<file path="src/lrst_params.svh">
`ifndef LRST_PARAMS_SVH
`define LRST_PARAMS_SVH
// How it works
// a three-bit sticky record shows which reset sources fired since last read.
// any host access to the reset record clears all its bits.
// bit 2 shows a global reset requested over the host link.
// bit 1 shows a power-on reset; bit value follows the reset generator.
// bit 0 shows the external reset pin; undefined after power-on reset.
// memory self-test starts only when key b157 is written.
// start accepted only while both code RAMs are unlocked by the host.
// self-test read returns outcome: 00 never, 01 running, 10 pass, 11 fail.
// complete self-test takes about 2.2 ms at 24 MHz.
// ten write-then-read passes, one per pattern, cover the whole RAM.
// writing 1 to lock bit 0 enters protect mode.
// in protect mode lockable registers refuse host writes, stay readable.
// protect mode clears only by writing key 1337 to the release register.
// the correct release key clears every lock bit, tail bits included.
// data RAM tails are protected only by lock bits 1 and 2.
// clear-on-read applies to host reads only, never backdoor reads.
// behaviour bit 0 makes the driver status register clear on read.
// behaviour bits 1 to 4 make diagnosis pairs clear on read.
// behaviour bits 5 to 8 make core status registers clear on read.
// a core write colliding with a host read shows on the next read.
// wrong keys to self-test or release register change nothing.
// reserved bits read zero and ignore writes.

`define LRST_ADDR_W      9
`define LRST_DATA_W      16
`define LRST_OFS_LOCK    9'h1cd
`define LRST_OFS_BEHAV   9'h1ce
`define LRST_OFS_RELEASE 9'h1cf
`define LRST_OFS_CAUSE   9'h1d6
`define LRST_OFS_TEST    9'h1dc
`define LRST_OFS_DIAG    {9'h168, 9'h166, 9'h164, 9'h162}
`define LRST_KEY_TEST    16'hb157
`define LRST_KEY_RELEASE 16'h1337
`define LRST_LOCK_W      3
`define LRST_BIT_GLOBAL  0
`define LRST_BIT_TAIL1   1
`define LRST_BIT_TAIL2   2
`define LRST_RST_LOCK    3'h0
`define LRST_BEHAV_W     9
`define LRST_BIT_DRV     0
`define LRST_DIAG_LSB    1
`define LRST_STAT_LSB    5
`define LRST_RST_BEHAV   9'h000
`define LRST_CAUSE_W     3
`define LRST_RST_CAUSE   3'h0
`define LRST_OUT_W       2
`define LRST_OUT_NONE    2'h0
`define LRST_OUT_RUN     2'h1
`define LRST_OUT_PASS    2'h2
`define LRST_OUT_FAIL    2'h3
`define LRST_TEST_NS     2200000
`define LRST_REF_MHZ     24
`define LRST_TEST_CYC    (`LRST_TEST_NS * `LRST_REF_MHZ / 1000)
`define LRST_NPAT        10
`define LRST_MEM_DEPTH   (`LRST_TEST_CYC / (2 * `LRST_NPAT))
`define LRST_PATTERNS    {8'h00, 8'hff, 8'hff, 8'h00, 8'hf0, 8'h0f, 8'haa, 8'h55, 8'h11, 8'h00}
`endif

</file>
<file path="src/lrst_ctrl_note_end.sv">
`timescale 1ns/100ps
`default_nettype none
`default_nettype wire

</file>
<file path="src/lrst_pkg.sv">
`default_nettype none
package lrst_pkg;
  typedef enum logic [1:0] {
    ST_IDLE  = 2'b00,
    ST_WRITE = 2'b01,
    ST_READ  = 2'b10,
    ST_LAST  = 2'b11
  } lrst_state_t;
endpackage
`default_nettype wire

</file>
<file path="src/lrst_selftest_engine.sv">
`timescale 1ns/100ps
`default_nettype none
`include "lrst_params.svh"
module lrst_selftest_engine #(
  parameter int MEM_DEPTH = `LRST_MEM_DEPTH,
  parameter int MEM_W     = 8,
  parameter int AW        = $clog2(MEM_DEPTH)
) (
  input  wire logic             sys_clk_i,
  input  wire logic             resetn_i,
  input  wire logic             start_i,
  output logic                  busy_o,
  output logic                  done_o,
  output logic                  fail_o,
  output logic [AW-1:0]         mem_addr_o,
  output logic                  mem_we_o,
  output logic                  mem_re_o,
  output logic [MEM_W-1:0]      mem_wdata_o,
  input  wire logic [MEM_W-1:0] mem_rdata_i
);
  localparam logic [AW-1:0]           LAST_A  = AW'(MEM_DEPTH - 1);
  localparam logic [8*`LRST_NPAT-1:0] PATS    = `LRST_PATTERNS;

  // refuse a geometry the address counter or pattern replication cannot serve
  if (MEM_DEPTH < 2 || MEM_W % 8 != 0 || AW < $clog2(MEM_DEPTH)) begin : g_bad_geometry
    $error("bad self-test geometry");
  end

  function automatic logic [MEM_W-1:0] pattern(input logic [3:0] idx);
    pattern = {(MEM_W/8){PATS[8*idx +: 8]}};
  endfunction

  lrst_pkg::lrst_state_t state_q, state_d;
  logic [AW-1:0] addr_q, addr_d;
  logic [3:0]    pat_q, pat_d;
  logic          chk_q, chk_d, err_q, err_d, done_q, done_d, fail_q, fail_d;
  logic          err_now;

  // ----------------------------------------------------------------
  // march sequencer
  // ----------------------------------------------------------------
  always_comb begin
    state_d  = state_q;
    addr_d   = addr_q;
    pat_d    = pat_q;
    chk_d    = 1'b0;
    done_d   = 1'b0;
    fail_d   = fail_q;
    mem_we_o = 1'b0;
    mem_re_o = 1'b0;
    err_now  = err_q | (chk_q & (mem_rdata_i != pattern(pat_q)));
    err_d    = err_now;
    case (state_q)
      lrst_pkg::ST_IDLE: begin
        if (start_i) begin
          state_d = lrst_pkg::ST_WRITE;
          addr_d  = '0;
          pat_d   = 4'h0;
          err_d   = 1'b0;
        end
      end
      lrst_pkg::ST_WRITE: begin
        mem_we_o = 1'b1;
        addr_d   = (addr_q == LAST_A) ? '0 : addr_q + 1'b1;
        if (addr_q == LAST_A) begin
          state_d = lrst_pkg::ST_READ;
        end
      end
      lrst_pkg::ST_READ: begin
        mem_re_o = 1'b1;
        chk_d    = 1'b1;
        addr_d   = (addr_q == LAST_A) ? addr_q : addr_q + 1'b1;
        if (addr_q == LAST_A) begin
          state_d = lrst_pkg::ST_LAST;
        end
      end
      lrst_pkg::ST_LAST: begin
        addr_d = '0;
        if (pat_q == 4'(`LRST_NPAT - 1)) begin
          state_d = lrst_pkg::ST_IDLE;
          done_d  = 1'b1;
          fail_d  = err_now;
        end else begin
          state_d = lrst_pkg::ST_WRITE;
          pat_d   = pat_q + 4'h1;
        end
      end
      default: begin
        state_d = lrst_pkg::ST_IDLE;
      end
    endcase
  end

  always_ff @(posedge sys_clk_i or negedge resetn_i) begin
    if (!resetn_i) begin
      state_q <= lrst_pkg::ST_IDLE;
      addr_q  <= '0;
      pat_q   <= 4'h0;
      chk_q   <= 1'b0;
      err_q   <= 1'b0;
      done_q  <= 1'b0;
      fail_q  <= 1'b0;
    end else begin
      state_q <= state_d;
      addr_q  <= addr_d;
      pat_q   <= pat_d;
      chk_q   <= chk_d;
      err_q   <= err_d;
      done_q  <= done_d;
      fail_q  <= fail_d;
    end
  end

  assign busy_o      = (state_q != lrst_pkg::ST_IDLE);
  assign done_o      = done_q;
  assign fail_o      = fail_q;
  assign mem_addr_o  = addr_q;
  assign mem_wdata_o = pattern(pat_q);

  // ----------------------------------------------------------------
  // run length check
  // ----------------------------------------------------------------
  int unsigned run_cnt_q, run_cnt_d;
  always_comb begin
    run_cnt_d = busy_o ? run_cnt_q + 1 : (start_i ? 0 : run_cnt_q);
  end

  always_ff @(posedge sys_clk_i or negedge resetn_i) begin
    if (!resetn_i) begin
      run_cnt_q <= 0;
    end else begin
      run_cnt_q <= run_cnt_d;
    end
  end
endmodule
`default_nettype wire

</file>
<file path="src/lrst_ctrl.sv">
`timescale 1ns/100ps
`default_nettype none
`include "lrst_params.svh"
module lrst_ctrl #(
  parameter int                MEM_DEPTH   = `LRST_MEM_DEPTH,
  parameter int                MEM_W       = 8,
  parameter int                AW          = $clog2(MEM_DEPTH),
  parameter logic [8:0]        DRV_ADDR    = 9'h1c8,
  parameter logic [3:0][8:0]   STAT_ADDR   = {9'h12f, 9'h12e, 9'h10f, 9'h10e}
) (
  input  wire logic             sys_clk_i,
  input  wire logic             resetn_i,
  input  wire logic             spi_wr_i,
  input  wire logic             spi_rd_i,
  input  wire logic [8:0]       spi_addr_i,
  input  wire logic [15:0]      spi_wdata_i,
  input  wire logic             core_rd_i,
  input  wire logic [8:0]       core_addr_i,
  output logic [15:0]           rdata_o,
  output logic                  rdata_valid_o,
  input  wire logic             pin_reset_seen_i,
  input  wire logic             power_on_reset_seen_i,
  input  wire logic             spi_reset_seen_i,
  input  wire logic             code_ram1_unlocked_i,
  input  wire logic             code_ram2_unlocked_i,
  output logic                  global_protect_o,
  output logic                  data_ram1_tail_protect_o,
  output logic                  data_ram2_tail_protect_o,
  output logic                  drive_status_clear_o,
  output logic [3:0]            diag_clear_o,
  output logic [3:0]            status_clear_o,
  output logic                  selftest_busy_o,
  output logic [AW-1:0]         mem_addr_o,
  output logic                  mem_we_o,
  output logic                  mem_re_o,
  output logic [MEM_W-1:0]      mem_wdata_o,
  input  wire logic [MEM_W-1:0] mem_rdata_i
);
  localparam logic [4*`LRST_ADDR_W-1:0] DIAG_BASE = `LRST_OFS_DIAG;

  function automatic logic pair_hit(input logic [8:0] a, input logic [8:0] base);
    pair_hit = (a[8:1] == base[8:1]);
  endfunction

  function automatic logic [15:0] widen(input logic [8:0] v);
    widen = {7'h00, v};
  endfunction

  // ----------------------------------------------------------------
  // decode
  // ----------------------------------------------------------------
  logic wr_lock, wr_behav, wr_release, wr_test, hit_cause;
  logic key_release, key_test, start_ok;

  assign wr_lock     = spi_wr_i && (spi_addr_i == `LRST_OFS_LOCK);
  assign wr_behav    = spi_wr_i && (spi_addr_i == `LRST_OFS_BEHAV);
  assign wr_release  = spi_wr_i && (spi_addr_i == `LRST_OFS_RELEASE);
  assign wr_test     = spi_wr_i && (spi_addr_i == `LRST_OFS_TEST);
  assign hit_cause   = (spi_wr_i || spi_rd_i) && (spi_addr_i == `LRST_OFS_CAUSE);
  assign key_release = wr_release && (spi_wdata_i == `LRST_KEY_RELEASE);
  assign key_test    = wr_test && (spi_wdata_i == `LRST_KEY_TEST);

  // ----------------------------------------------------------------
  // state registers
  // ----------------------------------------------------------------
  logic [`LRST_LOCK_W-1:0]  lock_q, lock_d;
  logic [`LRST_BEHAV_W-1:0] behav_q, behav_d;
  logic [`LRST_CAUSE_W-1:0] cause_q, cause_d;
  logic [`LRST_OUT_W-1:0]   outcome_q, outcome_d;
  logic                     armed_q, armed_d;
  logic                     eng_busy, eng_done, eng_fail;

  assign start_ok = key_test && code_ram1_unlocked_i && code_ram2_unlocked_i
                    && (outcome_q != `LRST_OUT_RUN);

  always_comb begin
    lock_d    = lock_q;
    behav_d   = behav_q;
    cause_d   = cause_q;
    outcome_d = outcome_q;
    armed_d   = 1'b1;
    if (key_release) begin
      lock_d = `LRST_RST_LOCK;
    end else if (wr_lock) begin
      // bits only set here; clearing needs the release key
      lock_d = lock_q | spi_wdata_i[`LRST_LOCK_W-1:0];
    end
    if (wr_behav) begin
      behav_d = spi_wdata_i[`LRST_BEHAV_W-1:0];
    end
    if (!armed_q) begin
      // capture the causes once after reset release; wins over a clear
      cause_d = {spi_reset_seen_i, power_on_reset_seen_i, pin_reset_seen_i};
    end else if (hit_cause) begin
      cause_d = `LRST_RST_CAUSE;
    end
    if (start_ok) begin
      outcome_d = `LRST_OUT_RUN;
    end else if (eng_done) begin
      outcome_d = eng_fail ? `LRST_OUT_FAIL : `LRST_OUT_PASS;
    end
  end

  always_ff @(posedge sys_clk_i or negedge resetn_i) begin
    if (!resetn_i) begin
      lock_q    <= `LRST_RST_LOCK;
      behav_q   <= `LRST_RST_BEHAV;
      cause_q   <= `LRST_RST_CAUSE;
      outcome_q <= `LRST_OUT_NONE;
      armed_q   <= 1'b0;
    end else begin
      lock_q    <= lock_d;
      behav_q   <= behav_d;
      cause_q   <= cause_d;
      outcome_q <= outcome_d;
      armed_q   <= armed_d;
    end
  end

  // lockable registers elsewhere gate host writes on this level
  assign global_protect_o         = lock_q[`LRST_BIT_GLOBAL];
  assign data_ram1_tail_protect_o = lock_q[`LRST_BIT_TAIL1];
  assign data_ram2_tail_protect_o = lock_q[`LRST_BIT_TAIL2];
  assign selftest_busy_o          = eng_busy;

  // ----------------------------------------------------------------
  // read path and clear-on-read strobes
  // ----------------------------------------------------------------
  logic [15:0] rdata_q, rdata_d;
  logic        rvalid_q, rvalid_d;
  logic        drv_clr_q, drv_clr_d;
  logic [3:0]  diag_clr_q, diag_clr_d, stat_clr_q, stat_clr_d;
  logic [8:0]  rd_addr;

  always_comb begin
    rd_addr    = spi_rd_i ? spi_addr_i : core_addr_i;
    rvalid_d   = spi_rd_i || core_rd_i;
    rdata_d    = rdata_q;
    drv_clr_d  = 1'b0;
    diag_clr_d = 4'h0;
    stat_clr_d = 4'h0;
    if (rvalid_d) begin
      case (rd_addr)
        `LRST_OFS_LOCK:  rdata_d = widen({6'h00, lock_q});
        `LRST_OFS_BEHAV: rdata_d = widen(behav_q);
        `LRST_OFS_CAUSE: rdata_d = widen({6'h00, cause_q});
        `LRST_OFS_TEST:  rdata_d = widen({7'h00, outcome_q});
        default:         rdata_d = 16'h0000;
      endcase
    end
    // only host reads strobe; backdoor reads leave targets intact
    if (spi_rd_i) begin
      drv_clr_d = behav_q[`LRST_BIT_DRV] && (spi_addr_i == DRV_ADDR);
      for (int i = 0; i < 4; i++) begin
        diag_clr_d[i] = behav_q[`LRST_DIAG_LSB + i]
                        && pair_hit(spi_addr_i, DIAG_BASE[9*i +: 9]);
        stat_clr_d[i] = behav_q[`LRST_STAT_LSB + i]
                        && (spi_addr_i == STAT_ADDR[i]);
      end
    end
  end

  always_ff @(posedge sys_clk_i or negedge resetn_i) begin
    if (!resetn_i) begin
      rdata_q    <= 16'h0000;
      rvalid_q   <= 1'b0;
      drv_clr_q  <= 1'b0;
      diag_clr_q <= 4'h0;
      stat_clr_q <= 4'h0;
    end else begin
      rdata_q    <= rdata_d;
      rvalid_q   <= rvalid_d;
      drv_clr_q  <= drv_clr_d;
      diag_clr_q <= diag_clr_d;
      stat_clr_q <= stat_clr_d;
    end
  end

  // target registers give a same-cycle core write priority over this strobe
  assign rdata_o              = rdata_q;
  assign rdata_valid_o        = rvalid_q;
  assign drive_status_clear_o = drv_clr_q;
  assign diag_clear_o         = diag_clr_q;
  assign status_clear_o       = stat_clr_q;

  // ----------------------------------------------------------------
  // self-test engine
  // ----------------------------------------------------------------
  lrst_selftest_engine #(
    .MEM_DEPTH (MEM_DEPTH),
    .MEM_W     (MEM_W),
    .AW        (AW)
  ) u_engine (
    .sys_clk_i   (sys_clk_i),
    .resetn_i    (resetn_i),
    .start_i     (start_ok),
    .busy_o      (eng_busy),
    .done_o      (eng_done),
    .fail_o      (eng_fail),
    .mem_addr_o  (mem_addr_o),
    .mem_we_o    (mem_we_o),
    .mem_re_o    (mem_re_o),
    .mem_wdata_o (mem_wdata_o),
    .mem_rdata_i (mem_rdata_i)
  );
endmodule
`default_nettype wire

</file>
<file path="config.mk">
export PLATFORM = sky130hd
export DESIGN_NAME = lrst_ctrl
export DESIGN_NICKNAME = d
export VERILOG_FILES = /design/src/lrst_ctrl_note_end.sv /design/src/lrst_pkg.sv /design/src/lrst_selftest_engine.sv /design/src/lrst_ctrl.sv
export VERILOG_INCLUDE_DIRS = /design/src
export SDC_FILE = /design/constraint.sdc
export NUM_CORES = 1
export LEC_CHECK = 0
export BUFFER_PORTS_ARGS = -buffer_cell sky130_fd_sc_hd__buf_4
export CAP_MARGIN = 20
export CORE_MARGIN = 3
export CORE_UTILIZATION = 47
export DETAILED_ROUTE_END_ITERATION = 7
export HOLD_SLACK_MARGIN = 0.03
export PLACE_DENSITY = 0.74
export SETUP_SLACK_MARGIN = 0.02
export SLEW_MARGIN = 0
export SYNTH_ARGS = -nofsm -noshare
export SYNTH_HDL_FRONTEND = slang
export SYNTH_SLANG_ARGS = --single-unit
</file>
<file path="constraint.sdc">
create_clock -name sys_clk_i -period 2.1 [get_ports sys_clk_i]
set_input_delay 0.525 -clock sys_clk_i [delete_from_list [all_inputs] [get_ports sys_clk_i]]
set_output_delay 0.525 -clock sys_clk_i [all_outputs]
set_load 0.02 [all_outputs]
</file>
==> impl_metrics.prom, run 1 <==
# TYPE chip_impl_metric gauge
chip_impl_info{name="post_synth_main_area_contributors",value="sky130_fd_sc_hd__dfrtp_1 41%, sky130_fd_sc_hd__nand2_1 4.5%, sky130_fd_sc_hd__o21ai_0 3.4%"} 1
chip_impl_metric{name="first_pass_grt_wire_length",unit="um"} 16600
chip_impl_metric{name="synth_async_sr_flop_share",unit=""} 1.00
chip_impl_metric{name="final_cell_area",unit="um^2"} 5150
chip_impl_info{name="synth_top_cells_by_count",value="59 x sky130_fd_sc_hd__dfrtp_1, 43 x sky130_fd_sc_hd__nand2_1, 24 x sky130_fd_sc_hd__o21ai_0"} 1
chip_impl_metric{name="clock.fmax",unit="GHz"} 0.452
chip_impl_metric{name="slew_violations",unit=""} 0
chip_impl_metric{name="final_layout_size_suffix_gt1_frac",unit=""} 0.385
chip_impl_metric{name="cts.htree.levels",unit=""} 3
chip_impl_metric{name="clkLatencyLatePin",unit="ps"} 330
chip_impl_info{name="critical_path.startpoint_type",value="register"} 1
chip_impl_metric{name="worst_ep_required_time",unit="ps"} 1570
chip_impl_metric{name="initial_antenna_violation_count",unit=""} 0
chip_impl_metric{name="timing.final.crit_share",unit=""} 1.05
chip_impl_metric{name="timing.critical_path.buf_inv",unit=""} 4
chip_impl_metric{name="design.die.area",unit="um^2"} 8690
chip_impl_metric{name="grtUsageTotal",unit=""} 0.244
chip_impl_metric{name="fin_nets",unit=""} 592
chip_impl_metric{name="syn2layout_area_growth",unit="%"} 44.1
chip_impl_info{name="ys_dominant_reg_cell",value="sky130_fd_sc_hd__dfrtp_1"} 1
chip_impl_metric{name="dpl-instance-area",unit="um^2"} 4740
chip_impl_metric{name="synth.ff_latch_count",unit=""} 59
chip_impl_metric{name="max-vdd-ir-drop",unit="mV"} 0.376
chip_impl_metric{name="syn_avg_cell_area",unit="um^2"} 9.38
chip_impl_info{name="cts.root.buffer_cell",value="sky130_fd_sc_hd__clkbuf_8"} 1
chip_impl_metric{name="ys.warnings.count",unit=""} 0
chip_impl_info{name="worst_path_max_delay_cell",value="sky130_fd_sc_hd__dfrtp_1"} 1
chip_impl_metric{name="portBuffers",unit=""} 96
chip_impl_metric{name="netlist_area",unit="um^2"} 3570
chip_impl_metric{name="timing_hold_violations_final",unit=""} 0
chip_impl_metric{name="floorplan.io_pins",unit=""} 104
chip_impl_metric{name="grt_pass1_vias",unit=""} 3488
chip_impl_metric{name="drtPass1Iterations",unit=""} 7
chip_impl_info{name="grt_setup_unrepaired",value="yes"} 1
chip_impl_info{name="critical_path.most_common_cell",value="sky130_fd_sc_hd__buf_4"} 1
chip_impl_metric{name="total_leakage_power",unit="nW"} 2.44
chip_impl_metric{name="critical_path.max_fanout",unit=""} 4
chip_impl_info{name="timing_worst_setup_path_type",value="reg -> out"} 1
chip_impl_metric{name="clk_transition_reported_paths",unit="ps"} 60
chip_impl_metric{name="critical-path-max-stage-delay",unit="ps"} 360
chip_impl_metric{name="row_count",unit=""} 31
chip_impl_metric{name="fin_crit",unit="ps"} 2210
chip_impl_metric{name="max_slew.worst_pin.slew",unit="ps"} 660
chip_impl_info{name="violated_checks",value="negative setup slack"} 1
chip_impl_metric{name="setup_viol",unit=""} 9
chip_impl_metric{name="wire_per_inst",unit="um"} 17.2
chip_impl_metric{name="first_iter_violations",unit=""} 226
chip_impl_metric{name="chipHeight",unit="um"} 93.2
chip_impl_info{name="critical_path.cell_chain",value="inv_2 -> buf_4 -> ha_2 -> mux2i_4 -> buf_4 -> o21ai_4 -> buf_6"} 1
chip_impl_metric{name="syn_inst",unit=""} 381
chip_impl_metric{name="ys_seq_area_frac",unit=""} 0.413
chip_impl_metric{name="dr_total_vias",unit=""} 3606
chip_impl_info{name="synth_area_leader_cell",value="sky130_fd_sc_hd__dfrtp_1"} 1
chip_impl_metric{name="clk_path_buf_depth",unit=""} 2
chip_impl_metric{name="timing.slew.headroom",unit=""} 0.555
chip_impl_metric{name="max_cap_viol_count",unit=""} 0
chip_impl_metric{name="detail_route.vias_per_cell",unit=""} 5.69
chip_impl_metric{name="core_area",unit="um^2"} 7330
chip_impl_metric{name="hpwl",unit="um"} 8270
chip_impl_metric{name="synth.distinct_cells",unit=""} 60
chip_impl_metric{name="place.gp.congestion",unit=""} 1.01
chip_impl_metric{name="chipWidth",unit="um"} 93.2
chip_impl_metric{name="cp.arrival",unit="ps"} 1690
chip_impl_metric{name="synth_top_area_share",unit=""} 0.413
chip_impl_metric{name="report.power.total",unit="mW"} 2.45
chip_impl_metric{name="grt.overflow.total",unit=""} 0
chip_impl_metric{name="grt_max_degree",unit=""} 32
chip_impl_metric{name="timing.clock.skew",unit="ps"} 2.94
chip_impl_info{name="worst_hold_path_type",value="in -> async"} 1
chip_impl_metric{name="finalWorstSetupSlack",unit="ps"} -112
chip_impl_info{name="run_status",value="complete, but fails checks"} 1
chip_impl_metric{name="cts.sinks",unit=""} 59
chip_impl_metric{name="nFillCells",unit=""} 552
chip_impl_metric{name="synth-edff-count",unit=""} 0
chip_impl_metric{name="diodes",unit=""} 0
chip_impl_metric{name="start_util",unit=""} 0.488
chip_impl_info{name="worst_setup_path_end_kind",value="primary output"} 1
chip_impl_metric{name="drc",unit=""} 0
chip_impl_metric{name="cts_buffers",unit=""} 9
chip_impl_metric{name="antenna_left",unit=""} 0
chip_impl_info{name="path_delay_family",value="buffers and inverters"} 1
chip_impl_metric{name="wirelength",unit="um"} 10900
chip_impl_info{name="tritoncts",value="yes"} 1
chip_impl_info{name="yosysMostFrequentCell",value="sky130_fd_sc_hd__dfrtp_1"} 1
chip_impl_metric{name="power.density",unit="nW/um^2"} 475
[layout by cell type, fill, tap and decap left out, types with 3 or more instances in the layout]
cell type	synthesis	routed
sky130_fd_sc_hd__buf_4	9	144
sky130_fd_sc_hd__dfrtp_1	59	58
sky130_fd_sc_hd__nand2_1	43	40
sky130_fd_sc_hd__nor2_1	23	23
sky130_fd_sc_hd__o21ai_0	24	19
sky130_fd_sc_hd__inv_1	19	17
sky130_fd_sc_hd__nand3_1	18	17
sky130_fd_sc_hd__clkbuf_8	0	11
sky130_fd_sc_hd__buf_6	1	10
sky130_fd_sc_hd__mux2_2	10	9
sky130_fd_sc_hd__nor3_1	9	8
sky130_fd_sc_hd__mux2i_1	9	8
sky130_fd_sc_hd__o22ai_1	8	8
sky130_fd_sc_hd__o211a_1	8	8
sky130_fd_sc_hd__conb_1	2	8
sky130_fd_sc_hd__nand3b_1	7	7
sky130_fd_sc_hd__a21oi_1	7	7
sky130_fd_sc_hd__nor4_1	6	6
sky130_fd_sc_hd__nor4bb_1	6	6
sky130_fd_sc_hd__o31ai_1	6	6
sky130_fd_sc_hd__ha_1	9	6
sky130_fd_sc_hd__and3b_1	5	5
sky130_fd_sc_hd__and3_1	5	5
sky130_fd_sc_hd__a211oi_1	5	5
sky130_fd_sc_hd__and2_1	5	5
sky130_fd_sc_hd__nand4_1	4	4
sky130_fd_sc_hd__nor3b_1	3	3
sky130_fd_sc_hd__nand2_4	0	3
sky130_fd_sc_hd__o21ai_2	0	3
sky130_fd_sc_hd__nor4b_1	3	3
sky130_fd_sc_hd__xor2_1	3	3
sky130_fd_sc_hd__nand2b_1	3	3
sky130_fd_sc_hd__nand4b_1	3	3
sky130_fd_sc_hd__a221o_1	3	3
sky130_fd_sc_hd__a31oi_1	3	3
sky130_fd_sc_hd__o221a_2	3	3
sky130_fd_sc_hd__a22o_1	3	3
[cell type report]
class	count	area, um^2	share of cell area
sequential	59	1480	0.287
inverter	20	75.1	0.0146
clock inverter	2	35.0	0.00680
tap	99	124	0.0240
clock buffer	13	159	0.0308
timing repair buffer	155	1210	0.236
multi-input combinational	286	2070	0.401
[through the flow]
step	setup TNS (ps)	worst slack [ps]	std cells	util	hold slack, ps
global route	-1270	-186	634	0.703	133
detailed placement	-1220	-133	609	0.646	474
CTS	-693	-130	631	0.694	132
finish	-605	-112	634	0.703	125
global placement	-931	-98.1	609	0.646	459
floorplan	0	26.8	387	-	229
[power by group]
| part | internal, mW | switching [mW] |
|---|---|---|
| Sequential | 1.15 | 0.0101 |
| Combinational | 0.122 | 0.138 |
| Clock | 0.605 | 0.420 |
[flip-flops by register name (all words and copies together) (netlist names)]
register              flops
armed_q                   1
behav_q                   9
cause_q                   3
diag_clear_o              4
drive_status_clear_o      1
lock_q                    3
outcome_q                 2
rdata_o                   9
rdata_valid_o             1
status_clear_o            4
u_engine.chk_q            1
u_engine.done_o           1
u_engine.err_q            1
u_engine.fail_o           1
u_engine.mem_addr_o      12
u_engine.pat_q            4
u_engine.state_q          2
[metal layers]
metal,global-route usage,part of all wire,vias to the layer above
li1,-,-,1701
met1,0.321,0.42,1728
met2,0.394,0.49,152
met3,0.0491,0.068,25
met4,0.104,0.025,0
met5,0,0,-
[repair_timing]
item / CTS / global route
cloned: 0 / 0
setup endpoints to repair: 10 / 14
hold buffers: 0 / 0
gates resized for setup: 25 / 10
setup buffers: 7 / 3
pin swaps: 9 / 4
[cell families after synthesis]
kind of cell | Yosys count | synth area share
other | 2 | 0.00210
multiplexers | 19 | 0.0567
AND/OR/NAND/NOR | 158 | 0.253
XOR/XNOR | 3 | 0.00735
flip-flops | 59 | 0.413
adder cells (fa/ha/maj) | 9 | 0.0315
buffers and inverters | 42 | 0.0574
AO/OA/AOI/OAI | 89 | 0.179
[final timing paths]
path | startpoint | to | slack (ps) | cells past startpoint
min in group sys_clk_i | spi_wdata_i[3] | behav_q[3] | 440 | 2
worst min-delay path | resetn_i | u_engine.fail_o | 120 | 1
max in group asynchronous | resetn_i | u_engine.state_q[0] | 1400 | 2
worst min register to register | cause_q[2] | cause_q[2] | 480 | 2
worst max-delay path | u_engine.pat_q[0] | mem_wdata_o[2] | -110 | 7
worst max register to register | u_engine.pat_q[0] | u_engine.err_q | -60 | 8
[worst register-to-register path: stages (launching register included)]
cell	delay, ps
sky130_fd_sc_hd__dfrtp_1	360
sky130_fd_sc_hd__inv_2	60
sky130_fd_sc_hd__buf_4	130
sky130_fd_sc_hd__ha_2	210
sky130_fd_sc_hd__mux2i_4	240
sky130_fd_sc_hd__nor4b_1	270
sky130_fd_sc_hd__o211ai_1	200
sky130_fd_sc_hd__a2111oi_4	430
sky130_fd_sc_hd__a21oi_1	120
Note: power is estimated with default switching activity, not from simulation.
==> run 2, diff against run 1 <==
--- a/config.mk
+++ b/config.mk
@@ -12,7 +12,7 @@
 export CORE_UTILIZATION = 47
 export DETAILED_ROUTE_END_ITERATION = 7
 export HOLD_SLACK_MARGIN = 0.03
-export PLACE_DENSITY = 0.74
+export PLACE_DENSITY = 0.73
 export SETUP_SLACK_MARGIN = 0.02
 export SLEW_MARGIN = 0
 export SYNTH_ARGS = -nofsm -noshare
==> run 2 against run 1 <==
Compared with the run above:
- the flow still finishes with violations (negative setup slack)
- routed wire length down 4.3%
- via count is 0.44% lower
- die area stayed put
- global-route usage is 0.24 points lower
- clock skew up 6.1 ps
- worst setup slack lost 8.8 ps
- total power rose by 6.4%
- non-clock buffer count grew 5
- worst hold slack better by 120 ps
- critical path type unchanged
==> impl_metrics.prom, run 2 (synthesized netlist as in run 1, its figures left out) <==
# TYPE chip_impl_metric gauge
chip_impl_info{name="cts.root.buffer_cell",value="sky130_fd_sc_hd__clkbuf_8"} 1
chip_impl_metric{name="portBuffers",unit=""} 96
chip_impl_metric{name="start_util",unit=""} 0.488
chip_impl_metric{name="dr_total_vias",unit=""} 3590
chip_impl_metric{name="grt_pass1_vias",unit=""} 3472
chip_impl_metric{name="max_cap_viol_count",unit=""} 0
chip_impl_metric{name="report.power.total",unit="mW"} 2.60
chip_impl_info{name="worst_hold_path_type",value="in -> async"} 1
chip_impl_info{name="worst_setup_path_end_kind",value="primary output"} 1
chip_impl_metric{name="first_pass_grt_wire_length",unit="um"} 16500
chip_impl_metric{name="fin_util",unit=""} 0.714
chip_impl_metric{name="syn2layout_area_growth",unit="%"} 46.5
chip_impl_metric{name="critical-path-max-stage-delay",unit="ps"} 440
chip_impl_metric{name="max_slew.worst_pin.slew",unit="ps"} 760
chip_impl_metric{name="final_layout_size_suffix_gt1_frac",unit=""} 0.403
chip_impl_info{name="worst_path_max_delay_cell",value="sky130_fd_sc_hd__or3b_4"} 1
chip_impl_metric{name="core_area",unit="um^2"} 7330
chip_impl_info{name="mostFrequentLayoutCells",value="151 x sky130_fd_sc_hd__buf_4, 57 x sky130_fd_sc_hd__dfrtp_1, 40 x sky130_fd_sc_hd__nand2_1"} 1
chip_impl_metric{name="first_iter_violations",unit=""} 177
chip_impl_metric{name="place.gp.congestion",unit=""} 0.895
chip_impl_metric{name="grtUsageTotal",unit=""} 0.242
chip_impl_metric{name="slew_violations",unit=""} 0
chip_impl_metric{name="final_cell_area",unit="um^2"} 5240
chip_impl_metric{name="total_leakage_power",unit="nW"} 2.48
chip_impl_info{name="violated_checks",value="negative setup slack"} 1
chip_impl_metric{name="max-vdd-ir-drop",unit="mV"} 0.291
chip_impl_metric{name="finalWorstSetupSlack",unit="ps"} -121
chip_impl_metric{name="chipWidth",unit="um"} 93.2
chip_impl_info{name="critical_path.startpoint_type",value="register"} 1
chip_impl_metric{name="drc",unit=""} 0
chip_impl_metric{name="antenna_left",unit=""} 0
chip_impl_metric{name="setup_viol",unit=""} 8
chip_impl_metric{name="numPlacedInstances",unit=""} 611
chip_impl_metric{name="final_cells",unit=""} 640
chip_impl_metric{name="floorplan.io_pins",unit=""} 104
chip_impl_metric{name="drtPass1Iterations",unit=""} 5
chip_impl_metric{name="cts_buffers",unit=""} 9
chip_impl_metric{name="hpwl",unit="um"} 7870
chip_impl_metric{name="timing.critical_path.buf_inv",unit=""} 2
chip_impl_metric{name="clk_transition_reported_paths",unit="ps"} 70
chip_impl_metric{name="cts.htree.levels",unit=""} 3
chip_impl_metric{name="power.density",unit="nW/um^2"} 497
chip_impl_metric{name="initial_antenna_violation_count",unit=""} 0
chip_impl_metric{name="cts_hold_repair.buffers",unit=""} 0
chip_impl_metric{name="timing.clock.skew",unit="ps"} 9.02
chip_impl_info{name="layout_commonest_cell",value="sky130_fd_sc_hd__buf_4"} 1
chip_impl_metric{name="fin_crit",unit="ps"} 2220
chip_impl_info{name="grt_setup_unrepaired",value="yes"} 1
chip_impl_info{name="run_status",value="complete, but fails checks"} 1
chip_impl_metric{name="wirelength",unit="um"} 10400
chip_impl_metric{name="nFillCells",unit=""} 557
chip_impl_metric{name="grt_max_degree",unit=""} 60
chip_impl_metric{name="largest_register_ff_count",unit=""} 12
chip_impl_metric{name="timing_hold_violations_final",unit=""} 0
chip_impl_metric{name="grt.overflow.total",unit=""} 0
chip_impl_metric{name="dpl-instance-area",unit="um^2"} 4750
chip_impl_info{name="critical_path.cell_chain",value="inv_2 -> ha_4 -> or3b_4 -> o21ai_4 -> buf_6"} 1
chip_impl_info{name="tritoncts",value="yes"} 1
chip_impl_metric{name="clock.fmax",unit="GHz"} 0.450
chip_impl_info{name="timing_worst_setup_path_type",value="reg -> out"} 1
chip_impl_metric{name="cp.arrival",unit="ps"} 1700
chip_impl_metric{name="timing.final.crit_share",unit=""} 1.06
chip_impl_metric{name="diodes",unit=""} 0
chip_impl_metric{name="design.die.area",unit="um^2"} 8690
chip_impl_metric{name="worst_ep_required_time",unit="ps"} 1570
chip_impl_metric{name="cts.sinks",unit=""} 59
chip_impl_metric{name="clk_path_buf_depth",unit=""} 2
chip_impl_info{name="path_delay_family",value="simple AND/OR/NAND/NOR gates"} 1
chip_impl_metric{name="critical_path.max_fanout",unit=""} 4
chip_impl_metric{name="wire_per_inst",unit="um"} 16.3
chip_impl_metric{name="row_count",unit=""} 31
chip_impl_metric{name="fin_nets",unit=""} 597
chip_impl_metric{name="timing.slew.headroom",unit=""} 0.493
chip_impl_metric{name="detail_route.vias_per_cell",unit=""} 5.61
chip_impl_metric{name="chipHeight",unit="um"} 93.2
chip_impl_metric{name="clkLatencyLatePin",unit="ps"} 340
## run 2: cell count changes in the layout (fill, tap and decap cells not counted), sizes merged
cell / change
buf: +5
clkbuf: -1
bufinv: +1
clkinvlp: +1
## run 2: final cells by class
type                       instances  area [um^2]  area share
tap                               99          124      0.0237
clock inverter                     4         72.6      0.0139
sequential                        59         1480       0.282
clock buffer                      12          155      0.0296
timing repair buffer             160         1240       0.237
inverter                          20         75.1      0.0143
multi-input combinational        286         2090       0.399
## run 2: report_power, final
group          switching [mW]  total, mW  internal (mW)
clock network           0.448       1.18          0.731
registers              0.0107       1.16           1.15
logic                   0.138      0.263          0.125
total                   0.596       2.60           2.01
## run 2: final timing paths
kind                                    from             endpoint  slack (ps)  depth (start not counted)
min                                 resetn_i    u_engine.pat_q[0]         250                          1
min reg2reg                       cause_q[2]           cause_q[2]         480                          2
max in group asynchronous           resetn_i  u_engine.state_q[0]        1300                          1
max                        u_engine.pat_q[0]       mem_wdata_o[0]        -120                          5
min in group sys_clk_i        spi_wdata_i[3]           behav_q[3]         430                          2
max reg2reg                u_engine.pat_q[1]       u_engine.err_q         -80                          8
## run 2: timing repair
item / 4_1_cts / 5_1_grt
endpoints found under the hold margin: 0 / 0
setup buffers: 9 / 4
endpoints found under the setup margin: 10 / 14
pin swaps: 9 / 4
gates resized for setup: 28 / 10
## run 2: layer usage
metal | up-vias | wire length, um | global-route usage
met3 | 20 | 717 | 0.0442
met4 | 0 | 187 | 0.0904
met2 | 140 | 5060 | 0.392
met1 | 1720 | 4450 | 0.324
li1 | 1710 | - | -
met5 | - | 0 | 0
## run 2: through the flow
| stage | setup slack, ps | hold slack, ps | TNS (ps) |
|---|---|---|---|
| 2_1_floorplan | 26.8 | 229 | 0 |
| 3_3_place_gp | -132 | 464 | -1310 |
| 3_5_place_dp | -158 | 466 | -2080 |
| 4_1_cts | -142 | 282 | -865 |
| 5_1_grt | -188 | 306 | -1470 |
| 6_report | -121 | 248 | -761 |
